<file path="src/design/spbrt_pkg.sv">
// Package: constants for the segmented packet bus receive sideband and transmit ready block
package spbrt_pkg;
  // ****************************************************************
  // Geometry
  // ****************************************************************
  localparam int unsigned SPBRT_NUM_SEG    = 4;
  localparam int unsigned SPBRT_MTY_W     = 4;
  localparam int unsigned SPBRT_MTY_LOW_W = 3;
  localparam int unsigned SPBRT_MTY_MSB   = 3;
  // ****************************************************************
  // Reset values and transmit allowance
  // ****************************************************************
  localparam logic [2:0] SPBRT_MTY_LOW_CLR = 3'h0;
  localparam logic [3:0] SPBRT_MTY_RST     = 4'h0;
  localparam int unsigned SPBRT_TX_SLACK   = 4;
  localparam int unsigned SPBRT_CNT_W      = 8;
  localparam logic [7:0] SPBRT_CNT_ONE     = 8'h01;
  localparam logic [7:0] SPBRT_CNT_ZERO    = 8'h00;
  // Transmit overflow tracker states
  typedef enum logic [1:0] {SPBRT_TX_OK, SPBRT_TX_STALL, SPBRT_TX_OVF} spbrt_tx_state_t;
endpackage : spbrt_pkg

</file>
<file path="src/design/spbrt_seg.sv">
// One receive segment: registered sideband outputs with error masking of the empty count
`timescale 1ns/1ps
`default_nettype none
module spbrt_seg
  import spbrt_pkg::*;
(
  // Clock, reset, enable
  input  wire logic                   sys_clk,
  input  wire logic                   sys_rst,
  input  wire logic                   clk_en,
  // Core side
  input  wire logic                   in_ena,
  input  wire logic                   in_sop,
  input  wire logic                   in_eop,
  input  wire logic                   in_err,
  input  wire logic [SPBRT_MTY_W-1:0] in_mty,
  // User side
  output logic                        ena_q,
  output logic                        sop_q,
  output logic                        eop_q,
  output logic                        err_q,
  output logic [SPBRT_MTY_W-1:0]      mty_q
);
  // ****************************************************************
  // Empty count masking
  // ****************************************************************
  // Low bits cleared on an errored transfer; top bit passes through
  logic                   err_d;
  logic [SPBRT_MTY_W-1:0] mty_d;
  assign err_d = in_ena & in_err;
  assign mty_d = err_d ? {in_mty[SPBRT_MTY_MSB], SPBRT_MTY_LOW_CLR} : in_mty;

  // Sideband registers; sop/eop only flagged with enable so idle cycles read clean
  always_ff @(posedge sys_clk or posedge sys_rst)
  begin
    if (sys_rst)
    begin
      ena_q <= 1'b0;
      sop_q <= 1'b0;
      eop_q <= 1'b0;
      err_q <= 1'b0;
      mty_q <= SPBRT_MTY_RST;
    end
    else if (clk_en)
    begin
      ena_q <= in_ena;
      sop_q <= in_ena & in_sop;
      eop_q <= in_ena & in_eop;
      err_q <= err_d;
      mty_q <= mty_d;
    end
  end
endmodule : spbrt_seg
`default_nettype wire

</file>
<file path="src/design/spbrt_top.sv">
// Top: four receive segments and transmit ready with overflow detection
`timescale 1ns/1ps
`default_nettype none
module spbrt_top
  import spbrt_pkg::*;
#(
  parameter int unsigned NUM_SEG  = SPBRT_NUM_SEG,
  parameter int unsigned TX_SLACK = SPBRT_TX_SLACK
)
(
  // Clock, reset, enable
  input  wire logic                           sys_clk,
  input  wire logic                           sys_rst,
  input  wire logic                           clk_en,
  // Receive side from the core datapath
  input  wire logic [NUM_SEG-1:0]             rx_ena_in,
  input  wire logic [NUM_SEG-1:0]             rx_sop_in,
  input  wire logic [NUM_SEG-1:0]             rx_eop_in,
  input  wire logic [NUM_SEG-1:0]             rx_err_in,
  input  wire logic [NUM_SEG*SPBRT_MTY_W-1:0] rx_mty_in,
  // Receive sideband toward user logic
  output logic [NUM_SEG-1:0]                  rx_ena_q,
  output logic [NUM_SEG-1:0]                  rx_sop_q,
  output logic [NUM_SEG-1:0]                  rx_eop_q,
  output logic [NUM_SEG-1:0]                  rx_err_q,
  output logic [NUM_SEG*SPBRT_MTY_W-1:0]      rx_mty_q,
  // Transmit side
  input  wire logic                           tx_can_accept,
  input  wire logic [NUM_SEG-1:0]             tx_ena_in,
  output logic                                tx_rdy_q,
  output logic                                tx_ovf_q
);
  // ****************************************************************
  // Receive segments
  // ****************************************************************
  // One instance per segment keeps lanes independent
  genvar g;
  generate
    for (g = 0; g < NUM_SEG; g++)
    begin : g_seg
      spbrt_seg spbrt_seg_i (
        .sys_clk (sys_clk),
        .sys_rst (sys_rst),
        .clk_en  (clk_en),
        .in_ena  (rx_ena_in[g]),
        .in_sop  (rx_sop_in[g]),
        .in_eop  (rx_eop_in[g]),
        .in_err  (rx_err_in[g]),
        .in_mty  (rx_mty_in[g*SPBRT_MTY_W +: SPBRT_MTY_W]),
        .ena_q   (rx_ena_q[g]),
        .sop_q   (rx_sop_q[g]),
        .eop_q   (rx_eop_q[g]),
        .err_q   (rx_err_q[g]),
        .mty_q   (rx_mty_q[g*SPBRT_MTY_W +: SPBRT_MTY_W])
      );
    end
  endgenerate

  // ****************************************************************
  // Transmit ready and overflow
  // ****************************************************************
  // Cycles of transfers seen since ready dropped; past slack is overflow
  spbrt_tx_state_t        st_q;
  spbrt_tx_state_t        st_d;
  logic [SPBRT_CNT_W-1:0] cnt_q;
  logic [SPBRT_CNT_W-1:0] cnt_d;
  logic                   tx_any;
  logic                   over;
  assign tx_any = |tx_ena_in;
  assign over   = tx_any && (cnt_q >= SPBRT_CNT_W'(TX_SLACK));

  // Overflow is sticky until reset: the path must be reset to recover
  always_comb
  begin
    st_d  = st_q;
    cnt_d = cnt_q;
    unique case (st_q)
      SPBRT_TX_OK:
      begin
        cnt_d = SPBRT_CNT_ZERO;
        if (!tx_rdy_q)
          st_d = SPBRT_TX_STALL;
      end
      SPBRT_TX_STALL:
      begin
        if (over)
          st_d = SPBRT_TX_OVF;
        else if (tx_rdy_q)
          st_d = SPBRT_TX_OK;
        else if (tx_any)
          cnt_d = cnt_q + SPBRT_CNT_ONE;
      end
      SPBRT_TX_OVF:
        st_d = SPBRT_TX_OVF;
      default:
        st_d = SPBRT_TX_OVF;
    endcase
  end

  // Ready registered from the core's accept level; held low after overflow
  always_ff @(posedge sys_clk or posedge sys_rst)
  begin
    if (sys_rst)
    begin
      st_q     <= SPBRT_TX_OK;
      cnt_q    <= SPBRT_CNT_ZERO;
      tx_rdy_q <= 1'b0;
      tx_ovf_q <= 1'b0;
    end
    else if (clk_en)
    begin
      st_q     <= st_d;
      cnt_q    <= cnt_d;
      tx_rdy_q <= tx_can_accept && (st_d != SPBRT_TX_OVF);
      tx_ovf_q <= (st_d == SPBRT_TX_OVF);
    end
  end

  // ****************************************************************
  // Assertions
  // ****************************************************************
  // Low empty-count bits of one lane; shared by the masking checks
  function automatic logic [SPBRT_MTY_LOW_W-1:0] lane_mty_low(input logic [NUM_SEG*SPBRT_MTY_W-1:0] bus,
                                                              input int unsigned                      idx);
    return bus[idx*SPBRT_MTY_W +: SPBRT_MTY_LOW_W];
  endfunction : lane_mty_low

  property p_sop_needs_ena;
    @(posedge sys_clk) disable iff (sys_rst) rx_sop_q[0] |-> rx_ena_q[0];
  endproperty
  a_sop_needs_ena: assert property (p_sop_needs_ena) else $error("sop without enable");

  property p_eop_follows;
    @(posedge sys_clk) disable iff (sys_rst)
      (clk_en && rx_ena_in[1] && rx_eop_in[1]) |=> rx_eop_q[1];
  endproperty
  a_eop_follows: assert property (p_eop_follows) else $error("eop not passed");

  property p_err_follows;
    @(posedge sys_clk) disable iff (sys_rst)
      clk_en |=> (rx_err_q[2] == $past(rx_ena_in[2] & rx_err_in[2]));
  endproperty
  a_err_follows: assert property (p_err_follows) else $error("error flag wrong");

  property p_mty_mask;
    @(posedge sys_clk) disable iff (sys_rst)
      (rx_err_q[0] && rx_ena_q[0]) |-> (lane_mty_low(rx_mty_q, 0) == SPBRT_MTY_LOW_CLR);
  endproperty
  a_mty_mask: assert property (p_mty_mask) else $error("empty low bits not cleared");

  property p_mty_pass;
    @(posedge sys_clk) disable iff (sys_rst)
      (clk_en && !rx_err_in[3]) |=> (rx_mty_q[15:12] == $past(rx_mty_in[15:12]));
  endproperty
  a_mty_pass: assert property (p_mty_pass) else $error("empty count not passed");

  property p_ena_follows;
    @(posedge sys_clk) disable iff (sys_rst) clk_en |=> (rx_ena_q == $past(rx_ena_in));
  endproperty
  a_ena_follows: assert property (p_ena_follows) else $error("enable not registered");

  property p_rdy_follows;
    @(posedge sys_clk) disable iff (sys_rst)
      (clk_en && !tx_ovf_q && !over) |=> (tx_rdy_q == $past(tx_can_accept));
  endproperty
  a_rdy_follows: assert property (p_rdy_follows) else $error("ready wrong");

  property p_ovf_sticky;
    @(posedge sys_clk) disable iff (sys_rst) tx_ovf_q |=> (tx_ovf_q && !tx_rdy_q);
  endproperty
  a_ovf_sticky: assert property (p_ovf_sticky) else $error("overflow not sticky");

  property p_ovf_raise;
    @(posedge sys_clk) disable iff (sys_rst)
      (clk_en && st_q == SPBRT_TX_STALL && over) |=> tx_ovf_q;
  endproperty
  a_ovf_raise: assert property (p_ovf_raise) else $error("overflow missed");

  // ****************************************************************
  // Per-lane sideband checks
  // ****************************************************************
  // Every lane gets the same checks; a wiring slip in one lane would hide from the single-lane ones
  genvar a;
  generate
    for (a = 0; a < NUM_SEG; a++)
    begin : g_chk
      property p_flags_gated;
        @(posedge sys_clk) disable iff (sys_rst)
          (rx_sop_q[a] || rx_eop_q[a] || rx_err_q[a]) |-> rx_ena_q[a];
      endproperty
      a_flags_gated: assert property (p_flags_gated) else $error("lane flag without enable");

      property p_lane_mask;
        @(posedge sys_clk) disable iff (sys_rst)
          (rx_err_q[a] && rx_ena_q[a]) |-> (lane_mty_low(rx_mty_q, a) == SPBRT_MTY_LOW_CLR);
      endproperty
      a_lane_mask: assert property (p_lane_mask) else $error("lane empty low bits not cleared");

      property p_lane_sop;
        @(posedge sys_clk) disable iff (sys_rst)
          clk_en |=> (rx_sop_q[a] == $past(rx_ena_in[a] && rx_sop_in[a]));
      endproperty
      a_lane_sop: assert property (p_lane_sop) else $error("lane start flag wrong");

      property p_lane_pass;
        @(posedge sys_clk) disable iff (sys_rst)
          (clk_en && !(rx_ena_in[a] && rx_err_in[a])) |=>
            (rx_mty_q[a*SPBRT_MTY_W +: SPBRT_MTY_W] == $past(rx_mty_in[a*SPBRT_MTY_W +: SPBRT_MTY_W]));
      endproperty
      a_lane_pass: assert property (p_lane_pass) else $error("lane empty count not passed");
    end
  endgenerate

  c_sop_eop: cover property (@(posedge sys_clk) disable iff (sys_rst) rx_sop_q[0] && rx_eop_q[0]);
  c_err_mty: cover property (@(posedge sys_clk) disable iff (sys_rst) rx_err_q[1] && rx_mty_q[7]);
  c_ovf:     cover property (@(posedge sys_clk) disable iff (sys_rst) $rose(tx_ovf_q));
  c_recover: cover property (@(posedge sys_clk) disable iff (sys_rst) st_q == SPBRT_TX_STALL ##1 st_q == SPBRT_TX_OK);
endmodule : spbrt_top
`default_nettype wire

</file>
<file path="config.mk">
export PLATFORM = sky130hd
export DESIGN_NAME = spbrt_top
export DESIGN_NICKNAME = d
export VERILOG_FILES = /design/src/design/spbrt_pkg.sv /design/src/design/spbrt_seg.sv /design/src/design/spbrt_top.sv
export SDC_FILE = /design/constraint.sdc
export NUM_CORES = 1
export LEC_CHECK = 0
export ABC_AREA = 1
export BUFFER_PORTS_ARGS = -buffer_cell sky130_fd_sc_hd__buf_2
export CAP_MARGIN = 20
export CELL_PAD_IN_SITES_DETAIL_PLACEMENT = 1
export CELL_PAD_IN_SITES_GLOBAL_PLACEMENT = 1
export CORE_MARGIN = 2
export CORE_UTILIZATION = 38
export DETAILED_ROUTE_END_ITERATION = 8
export GPL_TIMING_DRIVEN = 0
export PLACE_DENSITY_LB_ADDON = 0.12
export SETUP_SLACK_MARGIN = 0.5
export SYNTH_ARGS = -nofsm -noshare
export SYNTH_HDL_FRONTEND = slang
export SYNTH_SLANG_ARGS = --single-unit
export TNS_END_PERCENT = 1
</file>
<file path="constraint.sdc">
create_clock -name sys_clk -period 2.1 [get_ports sys_clk]
set_input_delay 0.315 -clock sys_clk [delete_from_list [all_inputs] [get_ports sys_clk]]
set_output_delay 0.315 -clock sys_clk [all_outputs]
set_load 0.02 [all_outputs]
</file>
==> flow_metrics.env, run 1 <==
export IMPL_critPathLaunchType="register"
export IMPL_synthCells=204
export IMPL_gp_congestion=0.747
export IMPL_wl_per_cell_microns=13.0
export IMPL_run_status="complete, no violations"
export IMPL_areaGrowthSynthToFinish_pct=31.1
export IMPL_syn_nets=246
export IMPL_synth_xor_area_share_pct=0
export IMPL_dp_hpwl_microns=3440
export IMPL_p_leak_nw=1.48
export IMPL_fp_row_count=25
export IMPL_setup_violations=0
export IMPL_finalCriticalPeriod_ns=1.29
export IMPL_slew_headroom_pct=78.5
export IMPL_numCtsBuffers=5
export IMPL_synth_top_family_by_area="simple AND/OR/NAND/NOR gates"
export IMPL_fmax_mhz=778
export IMPL_cp_slowest_stage_delay_ns=0.39
export IMPL_grt_max_degree=32
export IMPL_synth_most_common_cell="nand2_1"
export IMPL_arrival_ns=0.97
export IMPL_wirelength_microns=4590
export IMPL_synth_cell_type_count=17
export IMPL_worst_pin_slew_ns=0.323
export IMPL_finalMaxSlewViolations=0
export IMPL_synth_area_top_cells="dfrtp_1 (57%), nand2_1 (13%), buf_4 (6.6%), a22o_1 (5.4%), inv_1 (3.3%)"
export IMPL_root_buffer="clkbuf_8"
export IMPL_synth_edf_count=0
export IMPL_cts_tree="built"
export IMPL_synth_seq_area_share_pct=57.1
export IMPL_criticalPathCategory="register to output pin"
export IMPL_drc_errors=0
export IMPL_detail_route_antenna_nets=0
export IMPL_dieArea_sq_um=5660
export IMPL_cts_sinks=44
export IMPL_cts_buffer_depth=2
export IMPL_ir_worst_vdd_mv=0.394
export IMPL_yosys_top_cells_count="nand2_1 (68), dfrtp_1 (44), buf_4 (17), inv_1 (17), nor2_1 (17)"
export IMPL_vias=1582
export IMPL_synthMuxAreaShare_pct=0
export IMPL_vias_per_cell=4.48
export IMPL_synthArstFlopShare_pct=100
export IMPL_synth_seq_cells=44
export IMPL_crit_slowest_cell="dfrtp_1"
export IMPL_synthAdderAreaFrac_pct=1.30
export IMPL_chipHeight_microns=75.3
export IMPL_grt_total_usage_pct=17.9
export IMPL_crit_buf_inv=2
export IMPL_die_w_microns=75.3
export IMPL_grt_pass1_vias=1589
export IMPL_cp_end_kind="output pin"
export IMPL_critical_path_cell_chain="buf_4 > buf_2"
export IMPL_worstHoldPathType="input port to register"
export IMPL_diodes=0
export IMPL_antenna_found_initial=0
export IMPL_ios=74
export IMPL_drive_above_1_share_pct=37.8
export IMPL_core_area_sq_um=4820
export IMPL_p_per_area_nw_per_um2=776
export IMPL_start_util_pct=40.1
export IMPL_fin_skew_ns=0.00125
export IMPL_path_delay_family="flip-flops"
export IMPL_synthFlopType="dfrtp_1"
export IMPL_clk_pin_slew_ns=0.08
export IMPL_hold_viol=0
export IMPL_synth_compound_area_share_pct=6.23
export IMPL_required_ns=1.78
export IMPL_drt_iter0_drc=54
export IMPL_drt_pass1_iter_count=4
export IMPL_grt_ovfl_total=0
export IMPL_port_buffers=72
export IMPL_cts_setup_buffers=0
export IMPL_tns_ns=0
export IMPL_num_nets_final=327
export IMPL_synth_area_leader_cell="dfrtp_1"
export IMPL_maxCapViolations=0
export IMPL_worstPathMaxFanout=2
export IMPL_cts_resized=0
export IMPL_nFillCells=606
export IMPL_clkLatencyLatePin_ns=0.30
export IMPL_period_share_pct=61.2
export IMPL_yosysWarnings=0
export IMPL_design_power_total_mw=1.96
export IMPL_cts_max_level=2
export IMPL_grt_pass1_wl_microns=7470
export IMPL_synth_area_sq_um=1930
export IMPL_yosys_area_share_simple_pct=22.9
export IMPL_rsz0062_at_grt="false"
export IMPL_synth_top_area_share_pct=57.1
export IMPL_syn_area_per_cell_sq_um=9.46
-- stage by stage --
stage          utilization [%]  hold slack, ns  instances  instance area, sq um  setup slack (ns)
3_5_place_dp              49.7           0.293        344                  2390             0.948
5_1_grt                   52.5           0.224        353                  2530             0.779
4_1_cts                   52.5           0.201        353                  2530             0.799
6_report                  52.5           0.208        353                  2530             0.814
2_1_floorplan                -           0.432        204                  1930             0.754
3_3_place_gp              49.3           0.450        343                  2370             0.137
-- cells by family after synthesis --
group,Yosys count
adder cells (fa/ha/maj),2
buffers and inverters,40
AND/OR/NAND/NOR,103
AO/OA/AOI/OAI,15
flip-flops,44
-- layer usage --
metal,track usage (%),part of all wire [%],routed length (microns)
met2,30.8,50,2280
met3,6.02,6.7,307
met5,0,0,0
met4,5.85,1.5,70
met1,21.2,42,1930
-- state kept, by name, summed over array words and instances (netlist names) --
signal	cells
g_seg.spbrt_seg_i.err_q	4
tx_rdy_q	1
g_seg.spbrt_seg_i.eop_q	4
g_seg.spbrt_seg_i.mty_q	16
st_q	2
tx_ovf_q	1
g_seg.spbrt_seg_i.ena_q	4
cnt_q	8
g_seg.spbrt_seg_i.sop_q	4
-- power breakdown --
part	internal (mW)	switching (mW)	leakage [nW]
Sequential	0.901	0.0296	0.558
Clock	0.420	0.294	0.0645
Combinational	0.139	0.180	0.856
Total	1.46	0.504	1.48
-- final timing paths --
path,start,end,slack (ns),cells past startpoint
worst min-delay path,rx_mty_in[3],g_seg[0].spbrt_seg_i.mty_q[3],0.21,3
worst max-delay path,g_seg[1].spbrt_seg_i.sop_q,rx_sop_q[1],0.81,2
max in group asynchronous,sys_rst,g_seg[0].spbrt_seg_i.sop_q,1.13,4
min in group asynchronous,sys_rst,g_seg[2].spbrt_seg_i.sop_q,0.50,3
worst min register to register,g_seg[0].spbrt_seg_i.mty_q[3],g_seg[0].spbrt_seg_i.mty_q[3],0.47,2
worst max register to register,cnt_q[2],cnt_q[0],0.95,6
-- area by class of cell --
type / instances / area [sq um] / area share [%]
Timing Repair Buffer: 74 / 390 / 15.4
Inverter: 18 / 70.1 / 2.77
Buffer: 22 / 171 / 6.78
Sequential cell: 44 / 1100 / 43.5
Tap cell: 67 / 83.8 / 3.31
Clock inverter: 1 / 30.0 / 1.19
Clock buffer: 7 / 96.3 / 3.81
Multi-Input combinational cell: 120 / 587 / 23.2
-- what timing repair did --
| item | in CTS | in global routing |
|---|---|---|
| hold buffers | 1 | 0 |
| endpoints found under the setup margin | 0 | 0 |
| hold endpoints to repair | 13 | 0 |
-- placed cells by master (no fill, tap or decap) --
cell | Yosys | final
buf_12 | 0 | 1
o21ai_0 | 2 | 2
bufinv_16 | 0 | 1
nor2_1 | 17 | 17
inv_1 | 17 | 16
clkbuf_8 | 0 | 7
a21oi_1 | 1 | 1
buf_2 | 2 | 74
nand3_1 | 12 | 12
nand4_1 | 3 | 3
ha_1 | 2 | 2
inv_2 | 0 | 1
nor2_8 | 1 | 1
buf_4 | 17 | 17
dfrtp_1 | 44 | 44
a22o_1 | 12 | 12
buf_6 | 3 | 3
inv_4 | 1 | 1
nand3_4 | 1 | 1
nand2_2 | 1 | 1
dlygate4sd3_1 | 0 | 1
nand2_1 | 68 | 68
-- worst min-delay path: cells and delay by family --
family | cells | cell delay [ns]
AND/OR/NAND/NOR | 2 | 0.09
buffers and inverters | 1 | 0.07
(Power assumes the default switching activity.)
==> run 2, diff against run 1 <==
Settings changed: CORE_UTILIZATION 38 to 35.
Clock period 2.1 ns to 1.25 ns, I/O delays scaled along.
==> run 2 against run 1 <==
Sequential power is 68% higher. First-iteration DRC count is 5.6% higher. Clock-buffer cell count is 2 lower. Register-to-register slack worse by 0.80 ns. Cell area is 4.5% higher. Highest routed layer unchanged. Largest cell class unchanged. Clock skew is 0.0047 ns higher.
==> flow_metrics.env, run 2 (same netlist as run 1, synthesis figures left out) <==
export IMPL_fmax_mhz=885
export IMPL_hold_viol=0
export IMPL_design_power_total_mw=3.26
export IMPL_cp_end_kind="output pin"
export IMPL_numCtsBuffers=5
export IMPL_wirelength_microns=4640
export IMPL_rsz0062_at_grt="true"
export IMPL_top_regs="g_seg.spbrt_seg_i.mty_q: 16 flops, cnt_q: 8 flops"
export IMPL_fin_skew_ns=0.00596
export IMPL_worstReg2RegStart="cnt_q[4]"
export IMPL_finalCriticalPeriod_ns=1.13
export IMPL_ir_worst_vdd_mv=0.654
export IMPL_gp_congestion=0.760
export IMPL_period_share_pct=90.4
export IMPL_p_leak_nw=1.50
export IMPL_required_ns=1.06
export IMPL_clk_pin_slew_ns=0.09
export IMPL_drc_errors=0
export IMPL_final_common_cell="nand2_1"
export IMPL_start_util_pct=35.7
export IMPL_r2r_end="cnt_q[1]"
export IMPL_p_per_area_nw_per_um2=1230
export IMPL_regMostFlops="g_seg.spbrt_seg_i.mty_q"
export IMPL_run_status="complete, no violations"
export IMPL_drt_pass1_iter_count=4
export IMPL_chipHeight_microns=78.2
export IMPL_drive_above_1_share_pct=38.8
export IMPL_worstHoldPathType="input port to async pin"
export IMPL_dieArea_sq_um=6120
export IMPL_vias=1641
export IMPL_maxCapViolations=0
export IMPL_worst_slack_ns=0.120
export IMPL_setup_violations=0
export IMPL_cts_sinks=44
export IMPL_arrival_ns=0.94
export IMPL_wl_per_cell_microns=12.9
export IMPL_grt_ovfl_total=0
export IMPL_critPathLaunchType="register"
export IMPL_fin_util_pct=48.9
export IMPL_detail_route_antenna_nets=0
export IMPL_largest_register_ffs=16
export IMPL_criticalPathCategory="register to output pin"
export IMPL_num_nets_final=330
export IMPL_finalMaxSlewViolations=0
export IMPL_grt_total_usage_pct=16.6
export IMPL_grt_max_degree=45
export IMPL_dpl_cell_area_sq_um=2380
export IMPL_clkLatencyLatePin_ns=0.30
export IMPL_antenna_found_initial=0
export IMPL_vias_per_cell=4.55
export IMPL_core_area_sq_um=5410
export IMPL_cts_max_level=2
export IMPL_worst_pin_slew_ns=0.953
export IMPL_drt_iter0_drc=57
export IMPL_die_w_microns=78.2
export IMPL_rr_worst_depth=6
export IMPL_grt_pass1_wl_microns=7850
export IMPL_grt_pass1_vias=1699
export IMPL_worstPathMaxFanout=2
export IMPL_tns_ns=0
export IMPL_fp_row_count=27
export IMPL_root_buffer="clkbuf_8"
export IMPL_ios=74
export IMPL_final_cell_mix="nand2_1 (68), buf_2 (58), dfrtp_1 (44)"
export IMPL_r2r_slack_ns=0.15
export IMPL_slew_headroom_pct=36.3
export IMPL_dp_hpwl_microns=3340
export IMPL_port_buffers=72
export IMPL_areaGrowthSynthToFinish_pct=37.0
export IMPL_cts_tree="built"
export IMPL_cts_buffer_depth=2
export IMPL_design_area_sq_um=2640
export IMPL_diodes=0
export IMPL_dp_slack_ns=0.0788
[run 2: changes by cell type in the layout (fill, tap and decap cells not counted), sizes merged]
cell / change
inv: -1
clkinvlp: +2
clkbuf: -2
clkinv: +1
buf: +4
dlygate4sd3: -1
[run 2: power breakdown]
part	total, mW	leakage, nW	internal [mW]	switching, mW
logic	0.602	0.892	0.288	0.314
registers	1.56	0.558	1.51	0.0489
clock network	1.10	0.0541	0.592	0.506
total	3.26	1.50	2.39	0.869
[run 2: worst max path at each step]
stage	from	endpoint	slack [ns]	cells after the start
3_3_place_gp	cnt_q[2]	cnt_q[0]	0.10	6
5_1_grt	cnt_q[2]	cnt_q[1]	0.03	6
6_report	g_seg[3].spbrt_seg_i.err_q	rx_err_q[3]	0.12	2
4_1_cts	g_seg[1].spbrt_seg_i.sop_q	rx_sop_q[1]	0.11	2
2_1_floorplan	tx_rdy_q	cnt_q[0]	0.20	6
3_5_place_dp	cnt_q[2]	cnt_q[0]	0.08	6
[run 2: critical path, stage by stage (launching register included)]
cell and delay, ns:
dfrtp_1 0.39, buf_4 0.14, buf_6 0.12
[run 2: through the flow]
stage	hold slack, ns	instances
final	0.0725	361
after global routing	0.0829	361
after CTS	0.0780	360
after detailed placement	0.395	348
after global placement	0.389	348
after floorplan	0.192	204
[run 2: per-layer routing]
metal / vias up / part of all wire, % / global-route usage, %
met3: 5 / 5.7 / 4.71
met4: 0 / 1.6 / 6.32
met1: 804 / 42 / 20.0
li1: 793 / - / -
met5: - / 0 / 0
met2: 39 / 51 / 28.2
[run 2: final cells by class]
class                      instances  area (sq um)
timing repair buffer              77           498
clock inverter                     3          42.5
clock buffer                       5          68.8
tap                               72          90.1
buffer                            22           183
inverter                          18          73.8
fill                             656          2760
multi-input combinational        120           587
sequential                        44          1100
[run 2: timing repair]
item | in CTS | in global routing
buffers inserted | 4 | 1
cloned | 0 | 0
hold buffers | 0 | 0
pin swaps | 1 | 4
resized for setup | 35 | 0
setup endpoints to repair | 46 | 51
